[config.mk]
export PLATFORM = sky130hd
export DESIGN_NAME = paper_tape_reader_input_gating
export DESIGN_NICKNAME = d
export VERILOG_FILES = /design/src/rtl/tape_gate_pkg.sv /design/src/rtl/paper_tape_reader_input_gating.sv
export SDC_FILE = /design/constraint.sdc
export NUM_CORES = 1
export LEC_CHECK = 0
export BUFFER_PORTS_ARGS = -buffer_cell sky130_fd_sc_hd__buf_4
export CAP_MARGIN = 10
export CORE_AREA = 2 2 90 92
export CTS_CLUSTER_SIZE = 12
export DETAILED_ROUTE_END_ITERATION = 6
export DIE_AREA = 0 0 92 94
export PLACE_DENSITY = 0.8
export SLEW_MARGIN = 40
export SYNTH_ARGS = -nofsm -noshare
export SYNTH_HDL_FRONTEND = slang
export SYNTH_SLANG_ARGS = --single-unit
[constraint.sdc]
create_clock -name clk_in -period 1.8 [get_ports clk_in]
set_input_delay 0.18 -clock clk_in [delete_from_list [all_inputs] [get_ports clk_in]]
set_output_delay 0.18 -clock clk_in [all_outputs]
set_load 0.01 [all_outputs]
[src/rtl/tape_gate_pkg.sv]
// Operation
// - the first reader is selected only for an input transfer to unit 04 with the fill switch off.
// - the second reader is selected by the same decode but for unit 05.
// - the pinch roller runs while a reader is selected or the feed switch is on, and the brake is its inverse.
// - the sprocket signal is passed on as the gated feed hole only while a reader is selected.
// - each data channel is gated by the select, bit one from channel 6 through bit six from channel 1, parity from channel 7.
// - the input character clock comes from the gated feed hole and only while a reader is addressed.
// - before the transfer flag is set a clock needs a punched channel; afterwards every feed hole clocks.
// - leading blank tape gives no clocks while blank tape after the flag is set is clocked.
// - in input the transfer flag sets when the clock detector is set and the upper count bit is clear.
// - the character is checked for odd parity over six data bits and the parity bit.
// - the skip parity option stops the parity check from setting the error flag.
// - the gated data bits feed the six character inputs and the gated parity the parity flop input.
// - the direction flag is true for output and false for input, and the decode needs false.
// - the five bit unit field names the unit and feeds the reader decode.
`default_nettype none
package tape_gate_pkg;
  localparam logic [4:0]  UNIT_READER1   = 5'h04;
  localparam logic [4:0]  UNIT_READER2   = 5'h05;
  localparam logic [11:0] ADDR_CTRL      = 12'h000;
  localparam logic [11:0] ADDR_STATUS    = 12'h004;
  localparam logic [11:0] ADDR_IRQ_STAT  = 12'h008;
  localparam logic [11:0] ADDR_IRQ_MASK  = 12'h00C;
  localparam int          CTRL_UNIT_LSB  = 0;
  localparam int          CTRL_DIR_BIT   = 5;
  localparam int          CTRL_SKIPP_BIT = 6;
  localparam int          CTRL_CLEAR_BIT = 7;
  localparam logic [1:0]  AXI_OKAY       = 2'h0;
  localparam logic [1:0]  AXI_SLVERR     = 2'h2;
  localparam int          IRQ_CLK        = 0;
  localparam int          IRQ_ERR        = 1;

  typedef struct packed {
    logic       parity;
    logic [5:0] data;
  } tape_char_t;
endpackage : tape_gate_pkg
`default_nettype wire

[src/rtl/paper_tape_reader_input_gating.sv]
`timescale 1ns/1ps
`default_nettype none
module paper_tape_reader_input_gating
  import tape_gate_pkg::*;
(
  input  wire logic        clk_in,
  input  wire logic        rst_in,
  input  wire logic        s_axi_awvalid_in,
  output logic             s_axi_awready_out,
  input  wire logic [11:0] s_axi_awaddr_in,
  input  wire logic        s_axi_wvalid_in,
  output logic             s_axi_wready_out,
  input  wire logic [31:0] s_axi_wdata_in,
  input  wire logic [3:0]  s_axi_wstrb_in,
  output logic             s_axi_bvalid_out,
  input  wire logic        s_axi_bready_in,
  output logic [1:0]       s_axi_bresp_out,
  input  wire logic        s_axi_arvalid_in,
  output logic             s_axi_arready_out,
  input  wire logic [11:0] s_axi_araddr_in,
  output logic             s_axi_rvalid_out,
  input  wire logic        s_axi_rready_in,
  output logic [31:0]      s_axi_rdata_out,
  output logic [1:0]       s_axi_rresp_out,
  input  wire logic        second_reader_in,
  input  wire logic        fill_switch_in,
  input  wire logic        tape_feed_switch_in,
  input  wire logic        sprocket_amp_in,
  input  wire logic [7:1]  channel_amp_in,
  output logic             pinch_roller_out,
  output logic             brake_drive_out,
  output logic             gated_feed_hole_out,
  output logic [5:0]       char_buffer_inputs_out,
  output logic             odd_parity_flop_out,
  output logic             input_clock_out,
  output logic             transfer_running_out,
  output logic             parity_error_out,
  output logic             irq_out
);
  // pin synchronisers: stage one feeds only stage two
  logic [9:0] sync1_ff;
  logic [9:0] sync2_ff;
  always_ff @(posedge clk_in)
  begin
    sync1_ff <= {fill_switch_in, tape_feed_switch_in, sprocket_amp_in, channel_amp_in};
    sync2_ff <= sync1_ff;
  end
  wire       fill_switch = sync2_ff[9];
  wire       feed_switch = sync2_ff[8];
  wire       sprocket    = sync2_ff[7];
  wire [7:1] chan        = sync2_ff[6:0];

  // unit address / direction register and options
  logic [4:0] unit_select_field_ff;
  logic       output_direction_ff;
  logic       skip_parity_check_ff;
  logic       transfer_running_ff;
  logic       clock_detect_flop_ff;
  logic [1:0] char_count_ff;
  logic       error_ff;
  logic [1:0] irq_stat_ff;
  logic [1:0] irq_mask_ff;

  wire [4:0] reader_code = second_reader_in ? UNIT_READER2 : UNIT_READER1;
  wire tape_unit_selected = !output_direction_ff && (unit_select_field_ff == reader_code)
                            && !fill_switch;

  wire sprocket_gated = sprocket & tape_unit_selected;
  tape_char_t gated_char;
  genvar gi;
  generate
    for (gi = 0; gi < 6; gi++)
    begin : g_bits
      assign gated_char.data[gi] = chan[6 - gi] & tape_unit_selected;
    end
  endgenerate
  assign gated_char.parity = chan[7] & tape_unit_selected;

  wire any_punched = (|gated_char.data) | gated_char.parity;
  wire clock_level = (any_punched | transfer_running_ff) & sprocket_gated & tape_unit_selected;
  logic clock_level_ff;
  wire  clock_rise = clock_level & !clock_level_ff;
  wire  odd_ok     = ^{gated_char.data, gated_char.parity};
  wire  err_event  = clock_rise & !odd_ok & !skip_parity_check_ff;

  // bus decode: each channel is taken on its own handshake, the write acts once both halves are in
  logic        aw_got_ff;
  logic        w_got_ff;
  logic [11:0] awaddr_ff;
  logic [31:0] wdata_ff;
  logic [3:0]  wstrb_ff;
  wire aw_take    = s_axi_awvalid_in && s_axi_awready_out;
  wire w_take     = s_axi_wvalid_in && s_axi_wready_out;
  wire rd_take    = s_axi_arvalid_in && s_axi_arready_out;
  wire do_write   = aw_got_ff && w_got_ff && !s_axi_bvalid_out;
  wire b_done     = s_axi_bvalid_out && s_axi_bready_in;
  wire r_done     = s_axi_rvalid_out && s_axi_rready_in;
  wire nxt_aw_got = !do_write && (aw_got_ff || aw_take);
  wire nxt_w_got  = !do_write && (w_got_ff || w_take);
  wire nxt_rvalid = rd_take || (s_axi_rvalid_out && !r_done);
  wire wr_ctrl  = do_write && awaddr_ff == ADDR_CTRL && wstrb_ff[0];
  wire wr_stat  = do_write && awaddr_ff == ADDR_IRQ_STAT && wstrb_ff[0];
  wire wr_mask  = do_write && awaddr_ff == ADDR_IRQ_MASK && wstrb_ff[0];
  wire wr_hit   = awaddr_ff == ADDR_CTRL || awaddr_ff == ADDR_STATUS ||
                  awaddr_ff == ADDR_IRQ_STAT || awaddr_ff == ADDR_IRQ_MASK;
  wire buffer_clear = wr_ctrl && wdata_ff[CTRL_CLEAR_BIT];
  wire rd_hit = s_axi_araddr_in == ADDR_CTRL || s_axi_araddr_in == ADDR_STATUS ||
                s_axi_araddr_in == ADDR_IRQ_STAT || s_axi_araddr_in == ADDR_IRQ_MASK;
  wire [31:0] rd_data =
    (s_axi_araddr_in == ADDR_CTRL)     ? {25'h0, skip_parity_check_ff, output_direction_ff, unit_select_field_ff} :
    (s_axi_araddr_in == ADDR_STATUS)   ? {27'h0, error_ff, char_count_ff, clock_detect_flop_ff, transfer_running_ff} :
    (s_axi_araddr_in == ADDR_IRQ_STAT) ? {30'h0, irq_stat_ff} :
    (s_axi_araddr_in == ADDR_IRQ_MASK) ? {30'h0, irq_mask_ff} : 32'h0;
  wire [1:0] irq_events = {err_event, clock_rise};
  wire [1:0] nxt_irq_stat = (irq_stat_ff & ~(wr_stat ? wdata_ff[1:0] : 2'h0)) | irq_events;

  // address and data stay held until the register write has used them
  always_ff @(posedge clk_in)
  begin
    if (rst_in)
    begin
      aw_got_ff <= 1'b0;
      w_got_ff  <= 1'b0;
    end
    else
    begin
      aw_got_ff <= nxt_aw_got;
      w_got_ff  <= nxt_w_got;
    end
  end

  always_ff @(posedge clk_in)
  begin
    if (rst_in)
      awaddr_ff <= 12'h000;
    else if (aw_take)
      awaddr_ff <= s_axi_awaddr_in;
  end

  always_ff @(posedge clk_in)
  begin
    if (rst_in)
    begin
      wdata_ff <= 32'h0;
      wstrb_ff <= 4'h0;
    end
    else if (w_take)
    begin
      wdata_ff <= s_axi_wdata_in;
      wstrb_ff <= s_axi_wstrb_in;
    end
  end

  // readies are registered from the next holding state, so no output is combinational
  always_ff @(posedge clk_in)
  begin
    if (rst_in)
    begin
      s_axi_awready_out <= 1'b0;
      s_axi_wready_out  <= 1'b0;
      s_axi_arready_out <= 1'b0;
    end
    else
    begin
      s_axi_awready_out <= !nxt_aw_got;
      s_axi_wready_out  <= !nxt_w_got;
      s_axi_arready_out <= !nxt_rvalid;
    end
  end

  always_ff @(posedge clk_in)
  begin
    if (rst_in)
    begin
      s_axi_bvalid_out <= 1'b0;
      s_axi_bresp_out  <= AXI_OKAY;
    end
    else if (do_write)
    begin
      s_axi_bvalid_out <= 1'b1;
      s_axi_bresp_out  <= wr_hit ? AXI_OKAY : AXI_SLVERR;
    end
    else if (b_done)
      s_axi_bvalid_out <= 1'b0;
  end

  always_ff @(posedge clk_in)
  begin
    if (rst_in)
    begin
      s_axi_rvalid_out <= 1'b0;
      s_axi_rdata_out  <= 32'h0;
      s_axi_rresp_out  <= AXI_OKAY;
    end
    else
    begin
      s_axi_rvalid_out <= nxt_rvalid;
      if (rd_take)
      begin
        s_axi_rdata_out <= rd_data;
        s_axi_rresp_out <= rd_hit ? AXI_OKAY : AXI_SLVERR;
      end
    end
  end

  // buffer state: a clear drops the unit, so the gated feed hole, data, parity and clock outputs go inactive
  always_ff @(posedge clk_in)
  begin
    if (rst_in || buffer_clear)
    begin
      unit_select_field_ff <= 5'h00;
      output_direction_ff  <= 1'b0;
    end
    else if (wr_ctrl)
    begin
      unit_select_field_ff <= wdata_ff[CTRL_UNIT_LSB +: 5];
      output_direction_ff  <= wdata_ff[CTRL_DIR_BIT];
    end
  end

  // skip parity takes the written value even on a clear, so one write clears and arms it
  always_ff @(posedge clk_in)
  begin
    if (rst_in)
      skip_parity_check_ff <= 1'b0;
    else if (wr_ctrl)
      skip_parity_check_ff <= wdata_ff[CTRL_SKIPP_BIT];
  end

  always_ff @(posedge clk_in)
  begin
    if (rst_in || buffer_clear)
    begin
      clock_level_ff       <= 1'b0;
      clock_detect_flop_ff <= 1'b0;
      char_count_ff        <= 2'h0;
    end
    else
    begin
      clock_level_ff <= clock_level;
      if (clock_rise)
      begin
        clock_detect_flop_ff <= 1'b1;
        char_count_ff        <= char_count_ff + 2'h1;
      end
    end
  end

  // detector set with upper count bit clear starts the transfer
  wire start_transfer = !output_direction_ff && clock_detect_flop_ff && !char_count_ff[1];
  always_ff @(posedge clk_in)
  begin
    if (rst_in || buffer_clear)
      transfer_running_ff <= 1'b0;
    else if (start_transfer)
      transfer_running_ff <= 1'b1;
  end

  // an error in the cycle of a clear survives it, so no bad character is lost
  always_ff @(posedge clk_in)
  begin
    if (rst_in)
      error_ff <= 1'b0;
    else if (err_event)
      error_ff <= 1'b1;
    else if (buffer_clear)
      error_ff <= 1'b0;
  end

  always_ff @(posedge clk_in)
  begin
    if (rst_in)
    begin
      irq_stat_ff <= 2'h0;
      irq_mask_ff <= 2'h0;
      irq_out     <= 1'b0;
    end
    else
    begin
      irq_stat_ff <= nxt_irq_stat;
      if (wr_mask)
        irq_mask_ff <= wdata_ff[1:0];
      irq_out <= |(nxt_irq_stat & (wr_mask ? wdata_ff[1:0] : irq_mask_ff));
    end
  end

  // registered pin drivers
  always_ff @(posedge clk_in)
  begin
    if (rst_in || buffer_clear)
    begin
      pinch_roller_out       <= 1'b0;
      brake_drive_out        <= 1'b1;
      gated_feed_hole_out    <= 1'b0;
      char_buffer_inputs_out <= 6'h00;
      odd_parity_flop_out    <= 1'b0;
      input_clock_out        <= 1'b0;
      transfer_running_out   <= 1'b0;
      parity_error_out       <= 1'b0;
    end
    else
    begin
      pinch_roller_out       <= tape_unit_selected | feed_switch;
      brake_drive_out        <= !(tape_unit_selected | feed_switch);
      gated_feed_hole_out    <= sprocket_gated;
      char_buffer_inputs_out <= gated_char.data;
      odd_parity_flop_out    <= gated_char.parity;
      input_clock_out        <= clock_level;
      transfer_running_out   <= transfer_running_ff;
      parity_error_out       <= error_ff | err_event;
    end
  end
endmodule // paper_tape_reader_input_gating
`default_nettype wire

## Word level (Yosys, flattened, before mapping)

Index checks and enable logic that the tools add are counted.

- Output and inout bits: 55
- Register bits: 114
- Bits of input ports: 78

- Reduce and logical (&&, ||, !) cells: 51
- Multiplexer cells: 13
- Add/subtract/negate cells: 1
- Bitwise operators: 21
- Eq/ne operators: 7

Operators with widths:

| operator | number |
|---|---|
| $eq A12 B4 Y1 const B | 4 |
| $eq A12 B3 Y1 const B | 2 |
| $logic_not A12 Y1 | 2 |
| $logic_and A1 B1 Y1 | 21 |
| $and A1 B1 Y1 | 13 |
| $logic_not A1 Y1 | 13 |
| $mux W2 | 6 |
| $logic_or A1 B1 Y1 | 10 |
| $mux W7 | 1 |
| $reduce_xor A7 Y1 | 1 |
| $reduce_or A6 Y1 | 1 |
| $eq A5 B3 Y1 | 1 |
| $mux W1 | 5 |
| $mux W5 | 1 |
| $and A2 B2 Y2 | 2 |
| $or A1 B1 Y1 | 4 |
| $reduce_bool A2 Y1 | 2 |
| $add A2 B1 Y2 const B | 1 |
| $not A2 Y2 | 1 |
| $or A2 B2 Y2 | 1 |
| $reduce_or A2 Y1 | 1 |

## Logic depth before layout (Yosys ltp)

Gate-level depths: netlist of run 1.

- Depth in word-level cells: 16
- Mapped depth: 7

## Least setup slack after synthesis of run 1

OpenSTA, ideal clock, no wires.

- Path type: register -> register
- Start: reg awaddr_ff[5]
- End: reg irq_out
- Period minus slack after synthesis: 1.614 ns
- Cell stages (with the launch flop): 6
- Data arrival time: 1.491 ns
- Path slack: 0.186 ns
- Data required time: 1.677 ns
- Cells stage by stage: dfxtp_1 -> nor4_4 -> nand4_2 -> or4b_1 -> a21oi_2 -> o22ai_1

- Longest elaborated chain between the ends: 9
- Elaborated cells between the ends (all ways): 13
- Those cells by class: eq/ne (2); mux (2); bitwise (4); reduce/logical (5)

Ends and longest elaborated chain:

| element | RTL line | RTL |
|---|---|---|
| from (decl) | paper_tape_reader_input_gating.sv:89 | `logic [11:0] awaddr_ff;` |
| from (signal assigned) | paper_tape_reader_input_gating.sv:137 | `awaddr_ff <= s_axi_awaddr_in;` |
| $eq A12 B4 Y1 | paper_tape_reader_input_gating.sv:102 | `wire wr_stat = do_write && awaddr_ff == ADDR_IRQ_STAT && wstrb_ff[0];` |
| $logic_and A1 B1 Y1 (2 in series) | paper_tape_reader_input_gating.sv:102 |  |
| $mux W2 | paper_tape_reader_input_gating.sv:115 | `wire [1:0] nxt_irq_stat = (irq_stat_ff & ~(wr_stat ? wdata_ff[1:0] : 2'h0)) \| irq_events;` |
| $not A2 Y2 | paper_tape_reader_input_gating.sv:115 |  |
| $and A2 B2 Y2 | paper_tape_reader_input_gating.sv:115 |  |
| $or A2 B2 Y2 | paper_tape_reader_input_gating.sv:115 |  |
| $and A2 B2 Y2 (*) | paper_tape_reader_input_gating.sv:283 | `irq_out <= \|(nxt_irq_stat & (wr_mask ? wdata_ff[1:0] : irq_mask_ff));` |
| $reduce_or A2 Y1 (*) | paper_tape_reader_input_gating.sv:283 |  |
| to (signal assigned) | paper_tape_reader_input_gating.sv:283 |  |
| to (decl) | paper_tape_reader_input_gating.sv:38 | `output logic irq_out` |

Every way passes the cells marked *; elsewhere a longest branch is shown, timed or not.
A chain may end at the register's enable or synchronous reset.

## Worst setup path in the final report of run 1

- Start: reg awaddr_ff[11]
- End: reg irq_out

The elaborated chain is that of the path after synthesis.

==> tab_implementation.tex, run 1 <==
\begin{tabular}{lr}
\hline
Metric & Value \\
\hline
\multicolumn{2}{l}{\textbf{Yosys}} \\
\quad Dominant synthesized flop cell & sky130\_fd\_sc\_hd\_\_dfxtp\_1 \\
\quad Cell types with the largest area share after synthesis & sky130\_fd\_sc\_hd\_\_dfxtp\_1 (54\%), sky130\_fd\_sc\_hd\_\_buf\_4 (6.8\%), sky130\_fd\_sc\_hd\_\_nand2\_1 (5.6\%) \\
\quad Most instantiated library cell after synthesis & sky130\_fd\_sc\_hd\_\_dfxtp\_1 \\
\quad Part of the Yosys area used for sequential elements & 0.543 \\
\quad Synth Register Bits & 87 \\
\quad Share of the synthesized area in the top cell type & 0.543 \\
\quad Leading cell types by count after synthesis & sky130\_fd\_sc\_hd\_\_dfxtp\_1 (87), sky130\_fd\_sc\_hd\_\_nand2\_1 (48), sky130\_fd\_sc\_hd\_\_nor2\_1 (35), sky130\_fd\_sc\_hd\_\_a21oi\_1 (31), sky130\_fd\_sc\_hd\_\_buf\_4 (29) \\
\quad Netlist area before placement & 0.00321 mm\^{}2 \\
\quad Cell count after synthesis & $\sim$330 \\
\quad Async set or reset register ratio after synthesis & 0 \\
\quad Cell taking the most area after synthesis & sky130\_fd\_sc\_hd\_\_dfxtp\_1 \\
\quad Yosys warnings & 0 \\
\quad Count of flip-flops with a built-in enable after synthesis & 0 \\
\quad Synth unique cells & 41 \\
\quad Mean instance size in the synthesized netlist & 9.77 um\^{}2 \\
\multicolumn{2}{l}{\textbf{Critical path}} \\
\quad Stage delay of the slowest cell on the critical path & about 0.52 ns \\
\quad Worst path cell trace & nor4\_4, nand4\_2, or4b\_4, a21oi\_2, o22ai\_1 \\
\quad Arrival time reported for the critical path endpoint & 1.99 ns \\
\quad Cell class contributing the biggest share of worst-path delay & simple AND/OR/NAND/NOR gates \\
\quad Classification of the worst setup path & flop to flop \\
\quad Critical path required time & 2.04 ns \\
\quad Number of buffer and inverter instances along the worst setup path & 0 \\
\quad CP max-delay cell & sky130\_fd\_sc\_hd\_\_or4b\_4 \\
\quad Startpoint type of the worst setup path & flop \\
\quad Critical Path End Type & flop \\
\quad Critical-path maximum fanout & 4 \\
\multicolumn{2}{l}{\textbf{Clocking}} \\
\quad CTS tree & done \\
\quad Register clock-pin slew on the reported worst setup and hold paths & 0.08 ns \\
\quad Clock latency reported for the late side of the worst-skew pair & 0.35 ns \\
\quad Clock sinks & 87 \\
\quad Maximum level of the CTS H-tree & 3 \\
\quad CTS buffer count & 9 \\
\quad Clk Tree Root Cell & sky130\_fd\_sc\_hd\_\_clkbuf\_8 \\
\quad Clock Path Buffers & 2 \\
\quad Buffers inserted by post-CTS timing repair & 0 \\
\multicolumn{2}{l}{\textbf{Timing}} \\
\quad Highest achievable clock rate & 0.571 GHz \\
\quad Skew final & 0.00742 ns \\
\quad Portion of the clock cycle consumed by the worst path in the final layout & 0.973 \\
\quad Clock period minus final worst setup slack & 1.75 ns \\
\quad Count of pins over their slew limit & 0 \\
\quad Number of hold violations in the final report & 0 \\
\quad RSZ-0062 raised after global routing & yes \\
\quad Worst Slack Setup Final & 0.0479 ns \\
\quad Number of setup violations in the final report & 0 \\
\multicolumn{2}{l}{\textbf{Die}} \\
\quad Placeable Area & 0.00761 mm\^{}2 \\
\quad Die H & 94 um \\
\quad Initial Utilization & 0.421 \\
\quad Standard-cell row count & 32 \\
\quad Number of placed I/O pins & 133 \\
\quad Overall die area & 0.00865 mm\^{}2 \\
\quad Horizontal extent of the die & 92 um \\
\multicolumn{2}{l}{\textbf{Final layout}} \\
\quad \# diodes & 0 \\
\quad Total Nets Final & 492 \\
\quad Layout cell share with drive strength beyond 1 & 0.277 \\
\quad Fill cell instance count of the final layout & 676 \\
\quad Cell area after layout & a little over 0.004 mm\^{}2 \\
\quad Area delta synth->final & 26.6\% \\
\multicolumn{2}{l}{\textbf{Global routing}} \\
\quad Antenna violations before repair & 0 \\
\quad Global-route wire length before repair & 10300 um \\
\quad Global route total overflow & 0 \\
\quad Largest net degree at the start of global routing & 48 \\
\quad GRT Util Overall & 0.152 \\
\quad Vias in the first global route & 2140 \\
\multicolumn{2}{l}{\textbf{Drt}} \\
\quad Post-detailed-route via-to-cell ratio & approximately 4.5 \\
\quad \# DRC & 0 \\
\quad Average wire per cell in the routed design & about 12 um \\
\quad Iteration-0 DRC Markers & 98 \\
\quad Vias after detailed routing & around 2400 \\
\quad Residual antenna-violating net count after detailed routing & 0 \\
\quad Detailed-route wire length & around 6400 um \\
\quad First drt pass iteration count & 4 \\
\multicolumn{2}{l}{\textbf{Placement}} \\
\quad Count of port buffers added during placement & 78 \\
\quad Half-perimeter wire length after placement & 4640 um \\
\quad Final RePlAce weighted congestion & 0.785 \\
\quad Setup Slack @ Placement & 0.0152 ns \\
\quad Cell Area, Placed & 0.00376 mm\^{}2 \\
\multicolumn{2}{l}{\textbf{Hold path}} \\
\quad Path category of the worst min-delay check & input port to flop \\
\multicolumn{2}{l}{\textbf{Run}} \\
\quad Number of violations of the max-capacitance limit & 0 \\
\multicolumn{2}{l}{\textbf{Power}} \\
\quad Leakage Power & 1.73 nW \\
\quad Total power per unit cell area & between 800 and 900 mW/mm\^{}2 \\
\quad Maximum ir drop on the vdd rail & $\sim$0.00043 V \\
\multicolumn{2}{l}{\textbf{Outcome}} \\
\quad Result of the run & complete, no violations \\
\hline
\end{tabular}
what timing repair did:
| item | in CTS | in global routing |
|---|---|---|
| resized for setup | 1 | 4 |
| hold buffers | 10 | 0 |
| endpoints found under the hold margin | 10 | 0 |
| endpoints found under the setup margin | 1 | 14 |
flip-flops by register name, indices dropped and copies added, names as in the netlist, 2 cells and up:
register / cells
awaddr_ff: 12
char_buffer_inputs_out: 6
char_count_ff: 2
irq_mask_ff: 2
irq_stat_ff: 2
s_axi_rdata_out: 7
sync1_ff: 10
sync2_ff: 10
unit_select_field_ff: 5
wdata_ff: 8
layout by cell type (no fill, tap or decap), types with 2 or more instances in the layout:
master,synthesis,routed
sky130_fd_sc_hd__and2_1,3,3
sky130_fd_sc_hd__nor3b_1,3,3
sky130_fd_sc_hd__nand2_1,48,48
sky130_fd_sc_hd__nand3b_1,2,2
sky130_fd_sc_hd__or4_1,2,2
sky130_fd_sc_hd__conb_1,1,27
sky130_fd_sc_hd__a21oi_1,31,31
sky130_fd_sc_hd__clkinv_4,0,2
sky130_fd_sc_hd__xnor2_1,5,5
sky130_fd_sc_hd__nor2_1,35,35
sky130_fd_sc_hd__a22oi_1,5,5
sky130_fd_sc_hd__nor3_2,1,2
sky130_fd_sc_hd__nand2b_1,3,3
sky130_fd_sc_hd__mux2i_1,7,7
sky130_fd_sc_hd__nor3_1,5,4
sky130_fd_sc_hd__clkinv_2,0,3
sky130_fd_sc_hd__mux4_2,2,2
sky130_fd_sc_hd__nor4_4,2,2
sky130_fd_sc_hd__nor4b_1,2,2
sky130_fd_sc_hd__buf_4,29,78
sky130_fd_sc_hd__o21ai_0,2,2
sky130_fd_sc_hd__dlygate4sd3_1,0,10
sky130_fd_sc_hd__mux2_2,5,5
sky130_fd_sc_hd__or2b_2,3,3
sky130_fd_sc_hd__inv_1,4,4
sky130_fd_sc_hd__clkbuf_8,0,9
sky130_fd_sc_hd__a21oi_2,2,2
sky130_fd_sc_hd__nor4_1,3,3
sky130_fd_sc_hd__and3_1,9,9
sky130_fd_sc_hd__dfxtp_1,87,86
sky130_fd_sc_hd__xnor3_1,2,2
sky130_fd_sc_hd__nor2b_1,2,2
sky130_fd_sc_hd__nand3_1,2,2
logic make-up (layout without fill, tap and decap cells):
family,count (synthesis),in the layout,share of synthesized area
XOR/XNOR,7,7,0.0277
buffers and inverters,44,109,0.0855
other,1,27,0.00117
AO/OA/AOI/OAI,46,46,0.0828
flip-flops,87,87,0.543
AND/OR/NAND/NOR,129,129,0.206
multiplexers,14,14,0.0535
power breakdown:
part	switching (mW)	internal (mW)
sequential	0.0427	1.99
combinational	0.154	0.165
clock	0.681	0.503
per-stage QoR:
stage          power (mW)  hold WS (ns)  instances   util  TNS (ns)
2_1_floorplan        2.28         0.208        354      -         0
3_3_place_gp         2.37         0.285        495  0.495         0
3_5_place_dp         2.38         0.286        495  0.495         0
4_1_cts              3.56        0.0621        521  0.532         0
5_1_grt              3.69        0.0625        521  0.533    -0.106
6_report             3.53        0.0713        521  0.533         0
tightest hold or removal path, stage by stage:
cell and delay, ns:
sky130_fd_sc_hd__buf_4 0.11, sky130_fd_sc_hd__nand2_1 0.04, sky130_fd_sc_hd__a21oi_1 0.05
layout make-up:
| class | instances | area (um^2) | area share |
|---|---|---|---|
| clock buffers | 9 | 124 | 0.0305 |
| multi-input cells | 223 | 1300 | 0.321 |
| well taps | 102 | 128 | 0.0315 |
| repair buffers | 89 | 697 | 0.172 |
| clock inverters | 7 | 48.8 | 0.0120 |
| flip-flops and latches | 87 | 1740 | 0.430 |
| inverters | 4 | 15.0 | 0.00370 |
layer usage:
| layer | share of wire | up-vias | GRT usage |
|---|---|---|---|
| li1 | - | 1218 | - |
| met1 | 0.44 | 1062 | 0.202 |
| met2 | 0.49 | 80 | 0.241 |
| met3 | 0.057 | 10 | 0.0377 |
| met4 | 0.014 | 0 | 0.0572 |
| met5 | 0 | - | 0 |
worst paths after layout:
check,start,endpoint,slack [ns],depth (start not counted)
setup / recovery,awaddr_ff[11]$_SDFFE_PP0P_,irq_out$_SDFF_PP0_,0.05,5
hold / removal,s_axi_awaddr_in[0],awaddr_ff[0]$_SDFFE_PP0P_,0.07,3
setup reg to reg,awaddr_ff[11]$_SDFFE_PP0P_,irq_out$_SDFF_PP0_,0.05,5
hold reg to reg,sync1_ff[6]$_DFF_P_,sync2_ff[6]$_DFF_P_,0.32,0
No activity file was read; power rests on OpenSTA's default activity.
==> run 2: changes to the inputs <==
HOLD_SLACK_MARGIN = 0.1   (was default)
==> run 2 against run 1 <==
- sequential share of layout area down 2.2 points
- flip-flop and latch count unchanged
- utilization up 2.9 points
- power up 1.3%
- sequential power about the same
- cell area up 5.4%
- die area unchanged
- critical path type unchanged
- first-iteration DRC count up 12%
==> tab_implementation.tex, run 2 (same netlist as run 1, synthesis figures left out) <==
\begin{tabular}{lr}
\hline
Metric & Value \\
\hline
\multicolumn{2}{l}{\textbf{Final layout}} \\
\quad Most common cell after layout, fill and taps aside & sky130\_fd\_sc\_hd\_\_dfxtp\_1 \\
\quad Most frequent cells in the layout & sky130\_fd\_sc\_hd\_\_dfxtp\_1 (86), sky130\_fd\_sc\_hd\_\_buf\_4 (78), sky130\_fd\_sc\_hd\_\_nand2\_1 (48) \\
\quad Layout cell share with drive strength beyond 1 & 0.263 \\
\quad Largest register FFs & 12 \\
\quad Cell area after layout & 0.00428 mm\^{}2 \\
\quad Top reg by flops & awaddr\_ff \\
\quad Fill cell instance count of the final layout & 644 \\
\quad Leading registers by flop count & awaddr\_ff: 12 flops, sync1\_ff: 10 flops, sync2\_ff: 10 flops \\
\quad \# diodes & 0 \\
\quad Area delta synth->final & 33.5\% \\
\quad Post-route insts no fill & 543 \\
\quad Fraction of the core area covered by cells at the end of the flow & 0.562 \\
\quad Total Nets Final & between 500 and 600 \\
\multicolumn{2}{l}{\textbf{Critical path}} \\
\quad Critical Path End Type & flop \\
\quad Critical-path maximum fanout & 4 \\
\quad Arrival time reported for the critical path endpoint & a little under 2 ns \\
\quad Classification of the worst setup path & flop to flop \\
\quad Critical path required time & 2.04 ns \\
\quad Startpoint type of the worst setup path & flop \\
\multicolumn{2}{l}{\textbf{Global routing}} \\
\quad Vias in the first global route & 2300 \\
\quad Antenna violations before repair & 0 \\
\quad Largest net degree at the start of global routing & 48 \\
\quad GRT Util Overall & 0.162 \\
\quad Global-route wire length before repair & 11000 um \\
\quad Global route total overflow & 0 \\
\multicolumn{2}{l}{\textbf{Die}} \\
\quad Horizontal extent of the die & 92 um \\
\quad Die H & 94 um \\
\quad Placeable Area & 0.00761 mm\^{}2 \\
\quad Initial Utilization & 0.421 \\
\quad Number of placed I/O pins & roughly 130 \\
\quad Standard-cell row count & 32 \\
\quad Overall die area & 0.00865 mm\^{}2 \\
\multicolumn{2}{l}{\textbf{Clocking}} \\
\quad Buffers inserted by post-CTS timing repair & 0 \\
\quad Register clock-pin slew on the reported worst setup and hold paths & 0.09 ns \\
\quad Clock latency reported for the late side of the worst-skew pair & 0.35 ns \\
\quad Clock sinks & 87 \\
\quad CTS buffer count & 9 \\
\quad CTS tree & done \\
\quad Clock Path Buffers & 2 \\
\quad Clk Tree Root Cell & sky130\_fd\_sc\_hd\_\_clkbuf\_8 \\
\quad Maximum level of the CTS H-tree & 3 \\
\multicolumn{2}{l}{\textbf{Power}} \\
\quad Part of the power in combinational logic & 0.101 \\
\quad Switching component of the power & 0.892 mW \\
\quad Sw Ratio & 0.249 \\
\quad Maximum ir drop on the vdd rail & between 0.0004 and 0.0005 V \\
\quad Part of the power in the clock network & 0.332 \\
\quad Cell Int Power & between 2 and 3 mW \\
\quad Leakage Power & about 1.8 nW \\
\quad Total power per unit cell area & 836 mW/mm\^{}2 \\
\quad Sequential share of power & 0.567 \\
\multicolumn{2}{l}{\textbf{Outcome}} \\
\quad Result of the run & complete, no violations \\
\multicolumn{2}{l}{\textbf{Drt}} \\
\quad Detailed-route wire length & 6800 um \\
\quad Vias after detailed routing & 2457 \\
\quad Residual antenna-violating net count after detailed routing & 0 \\
\quad Post-detailed-route via-to-cell ratio & between 4 and 5 \\
\quad First drt pass iteration count & 4 \\
\quad \# DRC & 0 \\
\quad Average wire per cell in the routed design & 12.5 um \\
\quad Iteration-0 DRC Markers & between 100 and 150 \\
\multicolumn{2}{l}{\textbf{Timing}} \\
\quad Number of setup violations in the final report & 0 \\
\quad Count of pins over their slew limit & 0 \\
\quad Number of hold violations in the final report & 0 \\
\quad Setup TNS & 0 ns \\
\quad Worst Slack Setup Final & 0.0450 ns \\
\quad Clock period minus final worst setup slack & 1.75 ns \\
\quad RSZ-0062 raised after global routing & yes \\
\quad Portion of the clock cycle consumed by the worst path in the final layout & 0.975 \\
\quad Highest achievable clock rate & 0.570 GHz \\
\quad Skew final & 0.00711 ns \\
\multicolumn{2}{l}{\textbf{Placement}} \\
\quad Cell Area, Placed & about 0.0038 mm\^{}2 \\
\quad Cells after DPL & roughly 500 \\
\quad Setup Slack @ Placement & 0.0152 ns \\
\quad Count of port buffers added during placement & 78 \\
\quad Half-perimeter wire length after placement & 4640 um \\
\quad Final RePlAce weighted congestion & approximately 0.8 \\
\multicolumn{2}{l}{\textbf{Run}} \\
\quad Number of violations of the max-capacitance limit & 0 \\
\multicolumn{2}{l}{\textbf{Hold path}} \\
\quad Path category of the worst min-delay check & input port to flop \\
\hline
\end{tabular}
==> run 2: worst paths after layout <==
path              slack [ns]                           to  cells past startpoint                  startpoint
hold / removal          0.13  s_axi_rvalid_out$_SDFF_PP0_                      3             s_axi_rready_in
setup / recovery        0.05           irq_out$_SDFF_PP0_                      5  awaddr_ff[11]$_SDFFE_PP0P_
setup reg to reg        0.05           irq_out$_SDFF_PP0_                      5  awaddr_ff[11]$_SDFFE_PP0P_
hold reg to reg         0.32          sync2_ff[6]$_DFF_P_                      0         sync1_ff[6]$_DFF_P_
==> run 2: power by group through the flow <==
stage                     registers (mW)  logic (mW)  clock network, mW
after global placement              2.07       0.295                  0
final                               2.03       0.360               1.19
after floorplan                     2.07       0.210                  0
after global routing                2.04       0.396               1.30
after detailed placement            2.07       0.302                  0
after CTS                           2.03       0.359               1.21
==> run 2: worst max-delay path, stage by stage, from the launching register on <==
cell                      delay [ns]
sky130_fd_sc_hd__dfxtp_2        0.34
sky130_fd_sc_hd__nor4_4         0.32
sky130_fd_sc_hd__nand4_2        0.20
sky130_fd_sc_hd__or4b_4         0.52
sky130_fd_sc_hd__a21oi_2        0.17
sky130_fd_sc_hd__o22ai_1        0.09
==> run 2: final cells by class <==
cell class / instances / area [um^2] / area share
multi-input cells: 223 / 1300 / 0.304
clock buffers: 9 / 124 / 0.0290
repair buffers: 111 / 917 / 0.214
well taps: 102 / 128 / 0.0298
clock inverters: 7 / 48.8 / 0.0114
inverters: 4 / 15.0 / 0.00351
flip-flops and latches: 87 / 1740 / 0.407
==> run 2: layer usage <==
metal,global-route usage,share of wire
met2,0.276,0.51
met4,0.0572,0.016
met5,0,0
met3,0.0385,0.045
met1,0.201,0.43
==> run 2: stage by stage <==
step | hold WS, ns | power [mW]
3_5_place_dp | 0.286 | 2.38
4_1_cts | 0.117 | 3.60
5_1_grt | 0.123 | 3.73
6_report | 0.126 | 3.58
2_1_floorplan | 0.208 | 2.28
3_3_place_gp | 0.285 | 2.37
==> run 2: repair_timing <==
item / CTS / global route
setup endpoints to repair: 1 / 14
hold buffers: 32 / 0
endpoints found under the hold margin: 32 / 0
resized for setup: 1 / 4
